===== config.mk =====
export PLATFORM = sky130hd
export DESIGN_NAME = rtccal_regs
export DESIGN_NICKNAME = d
export VERILOG_FILES = /design/src/hdl/rtccal_regs.v
export VERILOG_INCLUDE_DIRS = /design/src /design/src/hdl
export SDC_FILE = /design/constraint.sdc
export NUM_CORES = 1
export LEC_CHECK = 0
export BUFFER_PORTS_ARGS = -buffer_cell sky130_fd_sc_hd__buf_2
export CORE_MARGIN = 2
export CORE_UTILIZATION = 55
export DETAILED_ROUTE_END_ITERATION = 7
export PLACE_DENSITY = 0.74
export REMOVE_ABC_BUFFERS = 1
export SYNTH_ARGS = -nofsm -noshare
export SYNTH_HDL_FRONTEND = slang
export SYNTH_SLANG_ARGS = --single-unit

===== constraint.sdc =====
create_clock -name clk_sys_i -period 3.67 [get_ports clk_sys_i]
set_clock_uncertainty 0.15 [all_clocks]
set_input_delay 0.367 -clock clk_sys_i [delete_from_list [all_inputs] [get_ports clk_sys_i]]
set_output_delay 0.367 -clock clk_sys_i [all_outputs]
set_load 0.005 [all_outputs]

===== src/hdl/rtccal_defs.vh =====
// Purpose: shared constants of the clock/calendar register block
// Assumes: registers are eight bits wide, time fields are BCD
// Notes: included by bare name
`ifndef RTCCAL_DEFS_VH
`define RTCCAL_DEFS_VH

// ----------------------------------------------------------------
// register addresses
// ----------------------------------------------------------------
`define RTC_A_CTRL1 8'h00
`define RTC_A_CTRL2 8'h01
`define RTC_A_SEC 8'h02
`define RTC_A_MIN 8'h03
`define RTC_A_HOUR 8'h04
`define RTC_A_DATE 8'h05
`define RTC_A_WDAY 8'h06
`define RTC_A_MON 8'h07
`define RTC_A_YEAR 8'h08
`define RTC_A_AMIN 8'h09
`define RTC_A_AHOUR 8'h0A
`define RTC_A_ADATE 8'h0B
`define RTC_A_AWDAY 8'h0C
`define RTC_A_SQW 8'h0D
`define RTC_A_LAST 8'h0F

// ----------------------------------------------------------------
// bit positions
// ----------------------------------------------------------------
`define RTC_B_AF 3
`define RTC_B_AIE 1
`define RTC_B_OSF 7
`define RTC_B_AE 7
`define RTC_B_SQUARE_OUT_ENABLE 7

// ----------------------------------------------------------------
// reset values
// ----------------------------------------------------------------
`define RTC_RST_OSF 1'b1
`define RTC_RST_AF 1'b0
`define RTC_RST_AIE 1'b0
`define RTC_RST_SQUARE_OUT_ENABLE 1'b1
`define RTC_RST_RS 2'h0
`define RTC_RST_ZERO7 7'h00
`define RTC_RST_ZERO6 6'h00
`define RTC_RST_ZERO3 3'h0
`define RTC_RST_ZERO8 8'h00
`define RTC_RST_DATE 6'h01
`define RTC_RST_MON 5'h01

// ----------------------------------------------------------------
// square wave rate codes and divider taps
// ----------------------------------------------------------------
`define RTC_RS_32K 2'h0
`define RTC_RS_1K 2'h1
`define RTC_RS_32 2'h2
`define RTC_RS_1 2'h3
`define RTC_DIV_W 15
`define RTC_TAP_1K 4
`define RTC_TAP_32 9
`define RTC_TAP_1 14

// ----------------------------------------------------------------
// BCD limits
// ----------------------------------------------------------------
`define RTC_SEC_MAX 7'h59
`define RTC_MIN_MAX 7'h59
`define RTC_HOUR_MAX 6'h23
`define RTC_WDAY_MAX 3'h6
`define RTC_MON_MAX 5'h12
`define RTC_YEAR_MAX 8'h99
`define RTC_MON_FEB 5'h02
`define RTC_MON_APR 5'h04
`define RTC_MON_JUN 5'h06
`define RTC_MON_SEP 5'h09
`define RTC_MON_NOV 5'h11
`define RTC_LEN_31 6'h31
`define RTC_LEN_30 6'h30
`define RTC_LEN_29 6'h29
`define RTC_LEN_28 6'h28
`define RTC_BCD_NINE 4'h9

// ----------------------------------------------------------------
// timing
// ----------------------------------------------------------------
`define RTC_SYS_MHZ 100
`define RTC_OSC_LOSS_US 1000

`endif


===== src/hdl/rtccal_regs.v =====
// Purpose: register bank and timekeeping core of a serial clock
// Assumes: a byte-level serial slave on clk_sys_i feeds the ports
// Notes: oscillator pin is sampled by clk_sys_i, not used as a clock
//
// Behaviour
// RQ1 - eight-bit pointer, no answer above 0FH
// RQ2 - disabled alarm fields are ignored
// RQ3 - alarm irq enable read/write, resets zero
// RQ4 - alarm flag: write 0 clears, 1 keeps
// RQ5 - square pin floats unless enabled, enable resets 1
// RQ6 - two-bit select picks one of four rates
// RQ7 - seconds BCD 00-59, carry into minutes
// RQ8 - minutes BCD 00-59, carry into hours
// RQ9 - hours 00-23, carry into date and weekday
// RQ10 - oscillator stop flag in seconds bit7, resets 1
// RQ11 - weekday counts 00 to 06 then 00
// RQ12 - date ends at 31 or 30 per month
// RQ13 - February ends at 29 leap, else 28
// RQ14 - date wrap increments month
// RQ15 - month 1-12, wrap increments year
// RQ16 - year 00-99, multiples of four are leap
// RQ17 - all time fields held in BCD
// RQ18 - unused bits have no storage
// RQ19 - alarm flag sets on a new match only
// RQ20 - enabled alarm drives low-active interrupt
// RQ21 - pointer auto-increments after each byte
// RQ22 - seconds and the three divided square rates from one divider, 32K rate from the oscillator
// RQ23 - writes load counters, counting continues
`timescale 1ns/10ps
`include "rtccal_defs.vh"

module rtccal_regs #(
  parameter OSC_LOSS_CYC = `RTC_OSC_LOSS_US * `RTC_SYS_MHZ,
  parameter LOSS_W = 24
) (
  input wire clk_sys_i,
  input wire rst_b_i,
  input wire osc_clk_i,
  input wire addr_load_i,
  input wire [7:0] addr_byte_i,
  input wire wr_stb_i,
  input wire [7:0] wr_data_i,
  input wire rd_stb_i,
  output wire reg_ack_o,
  output wire [7:0] rd_data_o,
  output wire rd_valid_o,
  output wire [7:0] reg_ptr_o,
  output wire alarm_irq_n_o,
  output wire square_wave_pin_o,
  output wire square_wave_pin_oe_o
);

  localparam [31:0] LOSS_FULL = OSC_LOSS_CYC - 1;
  localparam [LOSS_W-1:0] LOSS_LAST = LOSS_FULL[LOSS_W-1:0];
  // ----------------------------------------------------------------
  // functions
  // ----------------------------------------------------------------
  function [7:0] bcd_inc;
    input [7:0] v;
    begin
      if (v[3:0] >= `RTC_BCD_NINE) begin
        bcd_inc = {v[7:4] + 4'h1, 4'h0};
      end else begin
        bcd_inc = {v[7:4], v[3:0] + 4'h1};
      end
    end
  endfunction
  function in_range;
    input [7:0] a;
    begin
      in_range = (a <= `RTC_A_LAST);
    end
  endfunction
  function is_leap;
    input [7:0] y;
    reg [1:0] s;
    begin
      s = {y[4], 1'b0} + y[1:0];
      is_leap = (s == 2'h0);
    end
  endfunction
  function [5:0] month_len;
    input [4:0] m;
    input [7:0] y;
    begin
      if (m == `RTC_MON_FEB) begin
        month_len = is_leap(y) ? `RTC_LEN_29 : `RTC_LEN_28;
      end else if (m == `RTC_MON_APR || m == `RTC_MON_JUN ||
                   m == `RTC_MON_SEP || m == `RTC_MON_NOV) begin
        month_len = `RTC_LEN_30;
      end else begin
        month_len = `RTC_LEN_31;
      end
    end
  endfunction
  // ----------------------------------------------------------------
  // state
  // ----------------------------------------------------------------
  reg osc_s1_r, osc_s2_r, osc_s3_r;
  reg [`RTC_DIV_W-1:0] div_r;
  reg [LOSS_W-1:0] loss_cnt_r;
  reg [7:0] ptr_r;
  reg [7:0] rd_data_r;
  reg rd_valid_r;
  reg osf_r, af_r, aie_r, square_out_enable_r;
  reg [1:0] rs_r;
  reg [6:0] sec_r, min_r;
  reg [5:0] hour_r, date_r;
  reg [2:0] wday_r;
  reg [4:0] mon_r;
  reg [7:0] year_r;
  reg [7:0] amin_r;
  reg [6:0] ahour_r, adate_r;
  reg [3:0] awday_r;
  reg match_prev_r;
  reg sqw_r;
  reg irq_n_r;
  reg [7:0] rd_mux;
  reg sqw_nxt;
  // ----------------------------------------------------------------
  // oscillator sampling and divider
  // ----------------------------------------------------------------
  wire osc_rise = osc_s2_r & ~osc_s3_r;
  wire sec_tick = osc_rise & (&div_r); // RQ22
  wire osc_dead = (loss_cnt_r == LOSS_LAST);
  always @(posedge clk_sys_i) begin
    if (!rst_b_i) begin
      osc_s1_r <= 1'b0;
      osc_s2_r <= 1'b0;
      osc_s3_r <= 1'b0;
    end else begin
      osc_s1_r <= osc_clk_i;
      osc_s2_r <= osc_s1_r;
      osc_s3_r <= osc_s2_r;
    end
  end
  // ----------------------------------------------------------------
  // register port
  // ----------------------------------------------------------------
  wire ptr_ok = in_range(ptr_r);
  wire wr_en = wr_stb_i & ptr_ok; // RQ1
  wire w_ctrl2 = wr_en && (ptr_r == `RTC_A_CTRL2);
  wire w_sec = wr_en && (ptr_r == `RTC_A_SEC);
  wire w_min = wr_en && (ptr_r == `RTC_A_MIN);
  wire w_hour = wr_en && (ptr_r == `RTC_A_HOUR);
  wire w_date = wr_en && (ptr_r == `RTC_A_DATE);
  wire w_wday = wr_en && (ptr_r == `RTC_A_WDAY);
  wire w_mon = wr_en && (ptr_r == `RTC_A_MON);
  wire w_year = wr_en && (ptr_r == `RTC_A_YEAR);
  wire w_amin = wr_en && (ptr_r == `RTC_A_AMIN);
  wire w_ahour = wr_en && (ptr_r == `RTC_A_AHOUR);
  wire w_adate = wr_en && (ptr_r == `RTC_A_ADATE);
  wire w_awday = wr_en && (ptr_r == `RTC_A_AWDAY);
  wire w_sqw = wr_en && (ptr_r == `RTC_A_SQW);
  // address byte is answered by its own value, data by the pointer
  assign reg_ack_o = addr_load_i ? in_range(addr_byte_i) : ptr_ok; // RQ1
  assign rd_data_o = rd_data_r;
  assign rd_valid_o = rd_valid_r;
  assign reg_ptr_o = ptr_r;
  always @(posedge clk_sys_i) begin
    if (!rst_b_i) begin
      ptr_r <= `RTC_A_CTRL1;
    end else if (addr_load_i) begin
      ptr_r <= addr_byte_i;
    end else if (wr_stb_i || rd_stb_i) begin
      ptr_r <= ptr_r + 8'h01; // RQ21
    end
  end
  // unused bits read as zero, no storage behind them
  always @* begin
    rd_mux = 8'h00;
    if (ptr_r == `RTC_A_CTRL2) begin
      rd_mux[`RTC_B_AF] = af_r;
      rd_mux[`RTC_B_AIE] = aie_r; // RQ3
    end else if (ptr_r == `RTC_A_SEC) begin
      rd_mux = {osf_r, sec_r}; // RQ10
    end else if (ptr_r == `RTC_A_MIN) begin
      rd_mux = {1'b0, min_r};
    end else if (ptr_r == `RTC_A_HOUR) begin
      rd_mux = {2'h0, hour_r};
    end else if (ptr_r == `RTC_A_DATE) begin
      rd_mux = {2'h0, date_r};
    end else if (ptr_r == `RTC_A_WDAY) begin
      rd_mux = {5'h00, wday_r};
    end else if (ptr_r == `RTC_A_MON) begin
      rd_mux = {3'h0, mon_r};
    end else if (ptr_r == `RTC_A_YEAR) begin
      rd_mux = year_r;
    end else if (ptr_r == `RTC_A_AMIN) begin
      rd_mux = amin_r;
    end else if (ptr_r == `RTC_A_AHOUR) begin
      rd_mux = {ahour_r[6], 1'b0, ahour_r[5:0]}; // RQ18
    end else if (ptr_r == `RTC_A_ADATE) begin
      rd_mux = {adate_r[6], 1'b0, adate_r[5:0]}; // RQ18
    end else if (ptr_r == `RTC_A_AWDAY) begin
      rd_mux = {awday_r[3], 4'h0, awday_r[2:0]}; // RQ18
    end else if (ptr_r == `RTC_A_SQW) begin
      rd_mux = {square_out_enable_r, 5'h00, rs_r};
    end
  end
  always @(posedge clk_sys_i) begin
    if (!rst_b_i) begin
      rd_data_r <= 8'h00;
      rd_valid_r <= 1'b0;
    end else begin
      rd_valid_r <= rd_stb_i & ptr_ok; // RQ1
      if (rd_stb_i && ptr_ok) begin
        rd_data_r <= rd_mux;
      end
    end
  end
  // ----------------------------------------------------------------
  // time counter chain
  // ----------------------------------------------------------------
  wire [5:0] mlen = month_len(mon_r, year_r);
  wire sec_wrap = sec_tick && (sec_r >= `RTC_SEC_MAX); // RQ7
  wire min_wrap = sec_wrap && (min_r >= `RTC_MIN_MAX); // RQ8
  wire hour_wrap = min_wrap && (hour_r >= `RTC_HOUR_MAX); // RQ9
  wire date_wrap = hour_wrap && (date_r >= mlen); // RQ12 RQ13
  wire mon_wrap = date_wrap && (mon_r >= `RTC_MON_MAX); // RQ15
  wire [7:0] sec_inc = bcd_inc({1'b0, sec_r}); // RQ17
  wire [7:0] min_inc = bcd_inc({1'b0, min_r});
  wire [7:0] hour_inc = bcd_inc({2'h0, hour_r});
  wire [7:0] date_inc = bcd_inc({2'h0, date_r});
  wire [7:0] mon_inc = bcd_inc({3'h0, mon_r});
  wire [7:0] year_inc = bcd_inc(year_r);
  always @(posedge clk_sys_i) begin
    if (!rst_b_i) begin
      div_r <= {`RTC_DIV_W{1'b0}};
    end else if (w_sec) begin
      div_r <= {`RTC_DIV_W{1'b0}}; // RQ23
    end else if (osc_rise) begin
      div_r <= div_r + {{(`RTC_DIV_W-1){1'b0}}, 1'b1}; // RQ22
    end
  end
  always @(posedge clk_sys_i) begin
    if (!rst_b_i) begin
      sec_r <= `RTC_RST_ZERO7;
      min_r <= `RTC_RST_ZERO7;
      hour_r <= `RTC_RST_ZERO6;
      date_r <= `RTC_RST_DATE;
      wday_r <= `RTC_RST_ZERO3;
      mon_r <= `RTC_RST_MON;
      year_r <= `RTC_RST_ZERO8;
    end else begin
      if (w_sec) begin
        sec_r <= wr_data_i[6:0]; // RQ23
      end else if (sec_wrap) begin
        sec_r <= `RTC_RST_ZERO7; // RQ7
      end else if (sec_tick) begin
        sec_r <= sec_inc[6:0];
      end
      if (w_min) begin
        min_r <= wr_data_i[6:0]; // RQ23
      end else if (min_wrap) begin
        min_r <= `RTC_RST_ZERO7;
      end else if (sec_wrap) begin
        min_r <= min_inc[6:0]; // RQ7
      end
      if (w_hour) begin
        hour_r <= wr_data_i[5:0]; // RQ23
      end else if (hour_wrap) begin
        hour_r <= `RTC_RST_ZERO6;
      end else if (min_wrap) begin
        hour_r <= hour_inc[5:0]; // RQ8
      end
      if (w_date) begin
        date_r <= wr_data_i[5:0]; // RQ23
      end else if (date_wrap) begin
        date_r <= `RTC_RST_DATE; // RQ12
      end else if (hour_wrap) begin
        date_r <= date_inc[5:0]; // RQ9
      end
      if (w_wday) begin
        wday_r <= wr_data_i[2:0]; // RQ23
      end else if (hour_wrap) begin
        if (wday_r >= `RTC_WDAY_MAX) begin
          wday_r <= `RTC_RST_ZERO3; // RQ11
        end else begin
          wday_r <= wday_r + 3'h1; // RQ9
        end
      end
      if (w_mon) begin
        mon_r <= wr_data_i[4:0]; // RQ23
      end else if (mon_wrap) begin
        mon_r <= `RTC_RST_MON; // RQ15
      end else if (date_wrap) begin
        mon_r <= mon_inc[4:0]; // RQ14
      end
      if (w_year) begin
        year_r <= wr_data_i; // RQ23
      end else if (mon_wrap) begin
        if (year_r >= `RTC_YEAR_MAX) begin
          year_r <= `RTC_RST_ZERO8; // RQ16
        end else begin
          year_r <= year_inc; // RQ15
        end
      end
    end
  end
  // ----------------------------------------------------------------
  // oscillator stop detection
  // ----------------------------------------------------------------
  always @(posedge clk_sys_i) begin
    if (!rst_b_i) begin
      loss_cnt_r <= {LOSS_W{1'b0}};
      osf_r <= `RTC_RST_OSF;
    end else begin
      if (osc_rise) begin
        loss_cnt_r <= {LOSS_W{1'b0}};
      end else if (!osc_dead) begin
        loss_cnt_r <= loss_cnt_r + {{(LOSS_W-1){1'b0}}, 1'b1};
      end
      // a detected stop wins over a clearing write
      if (osc_dead) begin
        osf_r <= 1'b1; // RQ10
      end else if (w_sec) begin
        osf_r <= wr_data_i[`RTC_B_OSF];
      end
    end
  end
  // ----------------------------------------------------------------
  // alarm
  // ----------------------------------------------------------------
  wire m_min = amin_r[`RTC_B_AE] | (amin_r[6:0] == min_r); // RQ2
  wire m_hour = ahour_r[6] | (ahour_r[5:0] == hour_r); // RQ2
  wire m_date = adate_r[6] | (adate_r[5:0] == date_r); // RQ2
  wire m_wday = awday_r[3] | (awday_r[2:0] == wday_r); // RQ2
  wire match = m_min & m_hour & m_date & m_wday;
  wire new_match = match & ~match_prev_r; // RQ19
  always @(posedge clk_sys_i) begin
    if (!rst_b_i) begin
      amin_r <= 8'h00;
      ahour_r <= 7'h00;
      adate_r <= 7'h00;
      awday_r <= 4'h0;
      aie_r <= `RTC_RST_AIE;
      af_r <= `RTC_RST_AF;
      match_prev_r <= 1'b0;
      irq_n_r <= 1'b1;
    end else begin
      if (w_amin) begin
        amin_r <= wr_data_i;
      end
      if (w_ahour) begin
        ahour_r <= {wr_data_i[`RTC_B_AE], wr_data_i[5:0]}; // RQ18
      end
      if (w_adate) begin
        adate_r <= {wr_data_i[`RTC_B_AE], wr_data_i[5:0]}; // RQ18
      end
      if (w_awday) begin
        awday_r <= {wr_data_i[`RTC_B_AE], wr_data_i[2:0]}; // RQ18
      end
      if (w_ctrl2) begin
        aie_r <= wr_data_i[`RTC_B_AIE]; // RQ3
      end
      match_prev_r <= match;
      if (new_match) begin
        af_r <= 1'b1; // RQ19
      end else if (w_ctrl2 && !wr_data_i[`RTC_B_AF]) begin
        af_r <= 1'b0; // RQ4
      end
      irq_n_r <= ~(af_r & aie_r); // RQ20
    end
  end
  assign alarm_irq_n_o = irq_n_r;
  // ----------------------------------------------------------------
  // square wave output
  // ----------------------------------------------------------------
  always @* begin
    sqw_nxt = osc_s2_r;
    case (rs_r)
      `RTC_RS_32K: sqw_nxt = osc_s2_r;
      `RTC_RS_1K: sqw_nxt = div_r[`RTC_TAP_1K];
      `RTC_RS_32: sqw_nxt = div_r[`RTC_TAP_32];
      `RTC_RS_1: sqw_nxt = div_r[`RTC_TAP_1];
      default: sqw_nxt = osc_s2_r;
    endcase
  end
  always @(posedge clk_sys_i) begin
    if (!rst_b_i) begin
      square_out_enable_r <= `RTC_RST_SQUARE_OUT_ENABLE;
      rs_r <= `RTC_RST_RS;
      sqw_r <= 1'b0;
    end else begin
      if (w_sqw) begin
        square_out_enable_r <= wr_data_i[`RTC_B_SQUARE_OUT_ENABLE]; // RQ5
        rs_r <= wr_data_i[1:0]; // RQ6
      end
      sqw_r <= sqw_nxt; // RQ6 RQ22
    end
  end
  assign square_wave_pin_o = sqw_r;
  assign square_wave_pin_oe_o = square_out_enable_r; // RQ5
endmodule // rtccal_regs


==> key figures, run 1 <==
Status
  – Run status: finished clean

Placed design
  – Post-DP HPWL: between 15 and 20 mm
  – Gp weighted congestion: 1.026
  – Number of buffers inserted by port buffering: 42
  – Setup slack after placement: ~310 ps
  – Post-detailed-placement cell area: 8576 um^2

Power
  – Total net switching power: 0.9418 mW
  – Static leakage: 3.689 nW
  – Switching share of power: 0.2497
  – Worst IR drop on VDD: 0.2938 mV
  – Gate power share: 0.083
  – Power density of the placed cells: between 400 and 500 nW/um^2
  – Design internal power: 2.829 mW
  – Sequential fraction of design power: 0.408
  – Share of power burned in the clock network: 0.510

Routing
  – Routed wire per std cell: 19.74 um
  – Post-route antenna net violation count: 0
  – 1st-pass router iterations: 8
  – Count of routing violations after the opening detailed-route iteration: 938
  – Total length of routed wires: 24.82 mm
  – Remaining design rule violation count: 0
  – Via count: 8000
  – Detailed-route vias per instance: 6.364

Logic synthesis
  – Unique masters post-synth: 74
  – Area share of the leading cell type in the synthesized netlist: 0.3330
  – Synth Register Bits: ~140
  – Count leader, synth: dfxtp_1
  – Cell area after technology mapping: 8175 um^2
  – Fraction of registers with async set or reset after synthesis: 0
  – Avg Cell Area, Syn: around 7.9 um^2
  – Mapped Cells: 1034
  – Post-synthesis cell type with the largest combined area: dfxtp_1
  – Count of yosys warnings during synthesis: 0
  – Main area contributors after synthesis: dfxtp_1 33%, nor2_1 5.9%, ha_1 5.8%, xor2_1 4.8%, a21oi_1 4.5%
  – Most used flip-flop cell after synthesis: dfxtp_1
  – Count of flip-flops with a built-in enable after synthesis: 0
  – Most instantiated cells after synthesis: 136 x dfxtp_1, 129 x nor2_1, 89 x nand2_1, 73 x a21oi_1, 55 x nand3_1
  – Seq/Total Area, Yosys: 0.3330

Flow run
  – Max_cap viols: 0

GRT
  – Maximum number of pins on one net before global-route repair: 40
  – First-pass GRT wire length: 40.01 mm
  – Global-route usage over all layers: 0.3171
  – Number of global-route vias before repair: 7608
  – Antenna violations before repair: 0
  – Aggregate global routing overflow: 0

Clock network
  – Worst-skew pair later-pin latency: about 430 ps
  – Clock sink total: ~140
  – Clock tree root driver cell: clkbuf_16
  – # H-tree levels: 4
  – Clock tree from TritonCTS: built
  – Buffers inserted during post-CTS setup optimization: 0
  – CTS Buf Count: 17
  – Clock-pin slew on the worst setup and hold paths: roughly 60 ps
  – Maximum clock insertion buffer count: 2

Floorplan
  – Core footprint: 14530 um^2
  – Die area: 15860 um^2
  – Starting density of the core: 0.5625
  – Die Height: 125.9 um
  – Boundary pin count: 43
  – Floorplan row count: 44
  – X dimension of the die: approximately 130 um

Critical path
  – Crit path max fanout: 8
  – Data arrival at the endpoint of the critical path: 3500 ps
  – Kind of launch point of the worst setup path: register
  – Kind of end point of the critical path: register
  – Critical Setup Path Class: reg2reg
  – Crit path required time: 3860 ps

Cells and area
  – Ant. Diodes: 0
  – Area growth, synth to finish: 13.22%
  – Final-stage net count: 1120
  – Final cell area excluding filler cells: about 9000 um^2
  – Fraction of final layout cells with drive strength greater than 1: 0.1128
  – Core utilization of the finished layout: 0.6369

Worst hold path
  – Hold Path Class: in2reg

STA
  – Setup TNS: 0 ps
  – Unrepaired setup endpoints after global routing: no
  – Worst slew margin: 0.3571
  – Number of failing hold endpoints at the final stage: 0
  – Slew of the pin with the lowest slew margin: 940.1 ps
  – Worst setup margin: 355.9 ps
  – Final-report max-slew violation count: 0
  – Post-route fraction of the period consumed by the critical path: 0.9030
  – Final period demand of the worst path: 3314 ps
  – Number of setup violations in the final report: 0
  – Achievable clock frequency: 301.7 MHz
-- routing by layer --
layer	routed length (um)	part of all wire	global-route usage
met4	1663	0.067	0.2114
met2	10800	0.44	0.4791
met3	2065	0.083	0.06202
met1	10290	0.41	0.4116
met5	0	0	0
-- cell families after synthesis --
group	Yosys count	share of synthesized area
xor gates and xnor gates	69	0.07392
muxes	37	0.04729
AOI/OAI and AO/OA	242	0.1898
buffers and inverters	94	0.04331
adders and majority gates	38	0.05816
DFF	136	0.3330
and+or+nand+nor	418	0.2545
-- cell usage in the layout (no fill, tap or decap), drive strengths merged, types with 5 or more instances in the layout --
cell    instances
a211oi          7
a21oi          73
a22oi           6
a31oi          27
and2           11
and3           14
and4            5
buf            66
bufinv          5
clkbuf         19
dfxtp         136
ha             38
inv            36
mux2i          36
nand2          89
nand2b          7
nand3          56
nand3b          7
nand4          22
nor2          130
nor2b           9
nor3           14
nor4           16
o211ai          6
o21ai          49
o22ai          10
o31ai           9
or2             5
or3            14
or4             7
xnor2          24
xor2           45
-- flip-flops by register name (all words and copies together), names as in the netlist, 2 cells and up --
| register | flops |
|---|---|
| awday_r | 4 |
| wday_r | 3 |
| rs_r | 2 |
| date_r | 6 |
| year_r | 8 |
| mon_r | 5 |
| adate_r | 7 |
| ahour_r | 7 |
| loss_cnt_r | 24 |
| rd_data_o | 8 |
| reg_ptr_o | 8 |
| sec_r | 7 |
| div_r | 15 |
| amin_r | 8 |
| min_r | 7 |
| hour_r | 6 |
-- layout make-up --
| type | instances | area (um^2) |
|---|---|---|
| inverter | 34 | 127.6 |
| clock buffer | 19 | 442.9 |
| timing repair buffer | 67 | 400.4 |
| tap | 184 | 230.2 |
| multi-input combinational | 804 | 5115 |
| sequential | 136 | 2723 |
| clock inverter | 13 | 217.7 |
| fill | 1329 | 5278 |
-- power by group through the flow --
stage	clock (mW)	sequential, mW	combinational, mW
6_report	1.92	1.54	0.312
5_1_grt	2.00	1.54	0.336
3_3_place_gp	0	1.57	0.301
2_1_floorplan	0	1.56	0.168
3_5_place_dp	0	1.57	0.302
4_1_cts	1.93	1.54	0.305
-- critical path, stage by stage (launching register included) --
cell and delay [ps]:
dfxtp_1 450, ha_1 260, nor4b_2 230, o21ai_0 120, o211a_1 130, ha_1 250
or4b_2 620, a22oi_1 260, buf_4 200, nor3_1 110, o211a_1 240, nor4_1 180
-- through the flow --
stage          total power [mW]  cells  hold WS (ps)
2_1_floorplan             1.726    974         230.7
3_3_place_gp              1.869   1224         255.4
3_5_place_dp              1.870   1224         271.0
6_report                  3.771   1257         18.58
5_1_grt                   3.871   1257         33.85
4_1_cts                   3.775   1257         14.16
-- worst paths after layout --
kind                                to  slack, ps  cells after the start             startpoint
min          reg_ptr_o[3]$_SDFFE_PN0P_         20                      3         addr_byte_i[3]
max             date_r[5]$_SDFFE_PN0P_        360                     11  mon_r[1]$_SDFFE_PN0P_
min reg2reg        osc_s2_r$_SDFF_PN0_        280                      1    osc_s1_r$_SDFF_PN0_
max reg2reg     date_r[5]$_SDFFE_PN0P_        360                     11  mon_r[1]$_SDFFE_PN0P_
-- timing repair --
action / 4_1_cts / 5_1_grt
hold buffers: 1 / 0
gates resized for setup: 0 / 2
hold endpoints to repair: 1 / 0
endpoints found under the setup margin: 0 / 2
(Power assumes the default switching activity.)
==> inputs of run 2 (changes only) <==
clock period = 3.85 ns   (was 3.67 ns; I/O delays follow)
==> run 2 against run 1 <==
Effect of this change: setup slack improved by 3.4 ps; cell count decreased by 0.80%; maximum frequency shrank 5.1%; largest cell class unchanged; sequential power fell by 5%; register-to-register slack is essentially flat; sequential cell count is the same; first-iteration DRC count is 20% lower; routed wire length decreased by 0.20%; sequential share of layout area grew 0.58 points; combinational power down 6.7%.
==> key figures, run 2 (synthesis results as in run 1) <==
Critical path
  – Crit path required time: 4030 ps (+170 ps)
  – Kind of end point of the critical path: register
  – Critical Path Source: mon_r[0]$_SDFFE_PN1P_
  – Worst r2r src: mon_r[0]$_SDFFE_PN1P_
  – Crit path max fanout: 8 (unchanged)
  – Critical Setup Path Class: reg2reg
  – Data arrival at the endpoint of the critical path: 3670 ps (+170 ps)
  – Kind of launch point of the worst setup path: register

Clock network
  – Worst-skew pair later-pin latency: 440 ps (about the same)
  – # H-tree levels: 4 (unchanged)
  – Clock-pin slew on the worst setup and hold paths: 60 ps (about the same)
  – Maximum clock insertion buffer count: 2 (unchanged)
  – Clock sink total: 136 (unchanged)
  – Hold-fix buffer count after cts: 0 (-1)
  – CTS Buf Count: 17 (unchanged)
  – Clock tree root driver cell: clkbuf_16
  – Clock tree from TritonCTS: built

GRT
  – First-pass GRT wire length: 39.41 mm (-1.5%)
  – Antenna violations before repair: 0 (unchanged)
  – Aggregate global routing overflow: 0 (unchanged)
  – Number of global-route vias before repair: 7232 (-4.9%)
  – Global-route usage over all layers: 0.3138 (-0.003280)
  – Maximum number of pins on one net before global-route repair: 38 (-5.0%)

Placed design
  – Post-DP HPWL: 17.21 mm (-1.1%)
  – Gp weighted congestion: 1.034 (+0.69%)
  – Post-detailed-placement cell area: 8516 um^2 (-0.70%)
  – Setup slack after placement: 58.75 ps (-252.2 ps)
  – Number of buffers inserted by port buffering: 42 (unchanged)

Floorplan
  – Starting density of the core: 0.5625 (unchanged)
  – Die Height: 125.9 um (unchanged)
  – Die area: 15860 um^2 (unchanged)
  – X dimension of the die: 125.9 um (unchanged)
  – Boundary pin count: 43 (unchanged)
  – Core footprint: 14530 um^2 (unchanged)
  – Floorplan row count: 44 (unchanged)

Worst hold path
  – Beginning of the worst hold path: osc_clk_i
  – Hold Path Class: in2reg

Cells and area
  – Fraction of final layout cells with drive strength greater than 1: 0.1063 (-0.006465)
  – Top reg by flops: loss_cnt_r
  – Leading cell type in the layout, fill and taps excluded: dfxtp_1
  – Final cell area excluding filler cells: 9079 um^2 (-1.9%)
  – Final-stage net count: 1111 (-0.80%)
  – Ant. Diodes: 0 (unchanged)
  – Area growth, synth to finish: 11.05%
  – Flip-flop count of the largest register after layout: 24 (unchanged)
  – Most frequent cells in the layout: 136 x dfxtp_1, 129 x nor2_1, 89 x nand2_1, 73 x a21oi_1, 55 x nand3_1
  – Registers with the most flip-flops: loss_cnt_r x24, div_r x15

Routing
  – Via count: 7988 (-0.15%)
  – Remaining design rule violation count: 0 (unchanged)
  – Highest metal layer with signal wires: met4
  – Sum of met3 wire segment lengths after detailed routing: 1.902 mm (-7.9%)
  – M1 WL: 10.46 mm (+1.7%)
  – Total length of routed wires: 24.77 mm (-0.20%)
  – Detailed-route vias per instance: 6.406 (+0.65%)
  – 1st-pass router iterations: 5 (-3)
  – Routed wire length on met2: 11.29 mm (+4.6%)
  – Routed wire per std cell: 19.86 um (+0.60%)
  – Post-route antenna net violation count: 0 (unchanged)
  – Count of routing violations after the opening detailed-route iteration: 755 (-20%)

Status
  – Run status: finished clean

Power
  – Total power of the final layout: 3.316 mW (-12%)
  – Power density of the placed cells: 365.2 nW/um^2 (-10%)
  – Static leakage: 3.590 nW (-2.7%)
  – Worst IR drop on VDD: 0.3201 mV (+8.9%)

STA
  – Setup TNS: 0 ps (unchanged)
  – Final-report max-slew violation count: 0 (unchanged)
  – Slew of the pin with the lowest slew margin: 882.8 ps (-57.20 ps)
  – Number of setup violations in the final report: 0 (unchanged)
  – Post-route fraction of the period consumed by the critical path: 0.9067 (+0.003645)
  – Worst setup margin: 359.3 ps (+3.422 ps)
  – Final period demand of the worst path: 3491 ps (+176.6 ps)
  – Worst slew margin: 0.4114 (+0.05434)
  – Achievable clock frequency: 286.5 MHz (-5.1%)
  – Number of failing hold endpoints at the final stage: 0 (unchanged)

Flow run
  – Max_cap viols: 0 (unchanged)
-- run 2: where the power goes --
part           total, mW  switching [mW]  internal, mW
combinational      0.291           0.200        0.0917
clock               1.56           0.671         0.887
sequential          1.47          0.0375          1.43
-- run 2: stage by stage --
stage                     hold slack (ps)  std cells  utilization
after global placement              255.0       1216       0.5859
after CTS                           9.797       1247       0.6239
after floorplan                     230.7        974            -
after global routing                1.330       1247       0.6247
final                               13.35       1247       0.6247
after detailed placement            258.3       1216       0.5859
-- run 2: repair_timing --
item,in CTS,in global routing
hold endpoints to repair,0,0
endpoints found under the setup margin,0,14
gates resized for setup,0,2
setup buffers,0,0
-- run 2: layout make-up --
cell class                 instances  area, um^2
fill                            1331        5455
clock inverter                    14       126.4
multi-input combinational        804        5116
inverter                          34       127.6
sequential                       136        2723
clock buffer                      17       425.4
timing repair buffer              58       330.3
tap                              184       230.2
-- run 2: critical path, cell delays in order (launching register included) --
cell	delay, ps
dfxtp_1	360
inv_1	160
ha_1	230
nor4b_2	300
o21ai_0	150
o211a_1	130
ha_1	260
or4b_2	660
a22oi_2	320
or4_1	330
a211oi_1	70
o311ai_0	260
-- run 2: layer usage --
metal,up-vias,GRT usage
li1,3770,-
met1,3759,0.4112
met3,76,0.06160
met5,-,0
met2,383,0.4902
met4,0,0.1661
-- run 2: path summary, 6_finish.rpt --
kind / end / slack [ps] / cells after the start
max: mon_r[0]$_SDFFE_PN1P_ / 360 / 11
min: osc_s1_r$_SDFF_PN0_ / 10 / 2
max reg2reg: mon_r[0]$_SDFFE_PN1P_ / 360 / 11
min reg2reg: alarm_irq_n_o$_SDFF_PN1_ / 270 / 1
==> inputs of run 3 (changes only) <==
CORE_MARGIN = unset   (was 2)
TNS_END_PERCENT = 30   (was unset)
==> run 3 against run 2 <==
Effect of this change: the flow now finishes with violations (DRC); via count shrank 0.91%; total power grew 1.4%; sequential cell count is the same; die area shrank 3.2%; combinational power is essentially flat; critical path depth is the same; count of clock-buffer cells in the layout grew 2; maximum frequency grew 0.96%; critical path type unchanged; largest cell class unchanged.
==> key figures, run 3 (synthesis results as in run 1) <==
STA
  – Unrepaired setup endpoints after global routing: no
  – Final-report max-slew violation count: 0 (unchanged)
  – Worst setup margin: 392.3 ps (+33.03 ps)
  – Setup TNS: 0 ps (unchanged)
  – Worst slew margin: 0.4172 (+0.005813)
  – Number of setup violations in the final report: 0 (unchanged)
  – Number of failing hold endpoints at the final stage: 0 (unchanged)
  – Slew of the pin with the lowest slew margin: 874.1 ps (-8.720 ps)
  – Final period demand of the worst path: 3458 ps (-33.03 ps)
  – Achievable clock frequency: 289.2 MHz (+0.96%)
  – Post-route fraction of the period consumed by the critical path: 0.8981 (-0.008578)

Power
  – Total power of the final layout: 3.361 mW (+1.4%)
  – Static leakage: 3.594 nW (+0.12%)
  – Power density of the placed cells: 369.8 nW/um^2 (+1.3%)
  – Worst IR drop on VDD: 0.3176 mV (-0.80%)

GRT
  – Met3 Use GR: 0.08288 (+0.02128)
  – Met1 Track Usage GR: 0.4347 (+0.02344)
  – Layer with the highest usage: met2
  – Met2 track demand over resource: 0.4851 (-0.005127)
  – Maximum number of pins on one net before global-route repair: 33 (-13%)
  – Antenna violations before repair: 0 (unchanged)
  – Global-route usage over all layers: 0.3250 (+0.01124)
  – Number of global-route vias before repair: 6959 (-3.8%)
  – First-pass GRT wire length: 37.43 mm (-5.0%)
  – Aggregate global routing overflow: 0 (unchanged)

Floorplan
  – Core footprint: 14530 um^2 (unchanged)
  – Floorplan row count: 44 (unchanged)
  – Die area: 15360 um^2 (-3.2%)
  – Boundary pin count: 43 (unchanged)
  – X dimension of the die: 123.9 um (-1.6%)
  – Die Height: 123.9 um (-1.6%)
  – Starting density of the core: 0.5625 (unchanged)

Clock network
  – CTS Buf Count: 17 (unchanged)
  – Count of instances resized after the clock tree is built: 0 (unchanged)
  – Worst-skew pair later-pin latency: 430 ps (about the same)
  – Clock-pin slew on the worst setup and hold paths: 60 ps (about the same)
  – # H-tree levels: 4 (unchanged)
  – Hold-fix buffer count after cts: 0 (unchanged)
  – Clock tree from TritonCTS: built
  – Buffers inserted during post-CTS setup optimization: 0 (unchanged)
  – Maximum clock insertion buffer count: 2 (unchanged)
  – Clock sink total: 136 (unchanged)
  – Clock tree root driver cell: clkbuf_16

Critical path
  – Kind of launch point of the worst setup path: register
  – Kind of end point of the critical path: register
  – Crit path required time: 4020 ps (about the same)
  – Critical Setup Path Class: reg2reg
  – Worst r2r src: mon_r[0]$_SDFFE_PN1P_
  – Data arrival at the endpoint of the critical path: 3630 ps (-40 ps)
  – Critical Path Source: mon_r[0]$_SDFFE_PN1P_
  – Crit path max fanout: 8 (unchanged)

Routing
  – Via count: 7915 (-0.91%)
  – Count of routing violations after the opening detailed-route iteration: 788 (+4.4%)
  – Routed wire per std cell: 19.82 um (-0.19%)
  – Detailed-route vias per instance: 6.352 (-0.83%)
  – 1st-pass router iterations: 8 (+3)
  – Total length of routed wires: 24.70 mm (-0.27%)
  – Post-route antenna net violation count: 0 (unchanged)
  – Remaining design rule violation count: 2 (+2)

Cells and area
  – Ant. Diodes: 0 (unchanged)
  – Fraction of final layout cells with drive strength greater than 1: 0.1045 (-0.001783)
  – Leading cell type in the layout, fill and taps excluded: dfxtp_1
  – Final-stage net count: 1109 (-0.18%)
  – Top reg by flops: loss_cnt_r
  – Most frequent cells in the layout: 136 x dfxtp_1, 129 x nor2_1, 89 x nand2_1, 73 x a21oi_1, 55 x nand3_1
  – Flip-flop count of the largest register after layout: 24 (unchanged)
  – Registers with the most flip-flops: loss_cnt_r x24, div_r x15
  – Area growth, synth to finish: 11.17%

Placed design
  – Number of buffers inserted by port buffering: 42 (unchanged)
  – Post-DP HPWL: 17.28 mm (+0.40%)
  – Setup slack after placement: 82.41 ps (+23.67 ps)
  – Gp weighted congestion: 0.9840 (-4.8%)

Flow run
  – Max_cap viols: 0 (unchanged)

Worst hold path
  – Beginning of the worst hold path: osc_clk_i
  – Hold Path Class: in2reg

Status
  – Run status: finished, violations left
  – Violations in the final reports: DRC
-- run 3: path summary, 6_finish.rpt --
| path | to | cells after the start | slack (ps) |
|---|---|---|---|
| setup / recovery | mon_r[0]$_SDFFE_PN1P_ | 11 | 390 |
| hold / removal | osc_s1_r$_SDFF_PN0_ | 2 | 9 |
| setup reg to reg | mon_r[0]$_SDFFE_PN1P_ | 11 | 390 |
| hold reg to reg | osc_s2_r$_SDFF_PN0_ | 1 | 290 |
-- run 3: final cells by class --
| class | count | area, um^2 |
|---|---|---|
| Tap cell | 184 | 230.2 |
| Sequential cell | 136 | 2723 |
| Timing Repair Buffer | 56 | 315.3 |
| Multi-Input combinational cell | 804 | 5116 |
| Fill cell | 1320 | 5445 |
| Inverter | 34 | 127.6 |
| Clock buffer | 19 | 442.9 |
| Clock inverter | 13 | 133.9 |
-- run 3: critical path: stages (launching register included) --
cell and delay [ps]:
dfxtp_1 360, inv_1 150, ha_1 230, nor4b_2 300, o21ai_0 150, o211a_1 130, ha_1 250, or4b_2 650
a22oi_2 310, or4_1 320, a211oi_1 80, o311ai_0 270
-- run 3: stage by stage --
step           hold WS (ps)  utilization  std cells  area, um^2
2_1_floorplan         230.7            -        974        7949
3_3_place_gp          253.3       0.5849       1214        8501
3_5_place_dp          268.0       0.5849       1214        8501
4_1_cts               2.118       0.6246       1246        9077
5_1_grt               8.508       0.6253       1246        9089
6_report              9.444       0.6253       1246        9089
-- run 3: where the power goes --
part	switching, mW	internal (mW)
clock	0.678	0.924
combinational	0.202	0.0919
sequential	0.0363	1.43
-- run 3: routing by layer --
metal  share of wire  routed length, um  vias up
li1                -                  -     3767
met2            0.44              10810      343
met4           0.044               1093        0
met5               0                  0        -
met3           0.085               2105       94
met1            0.43              10700     3711
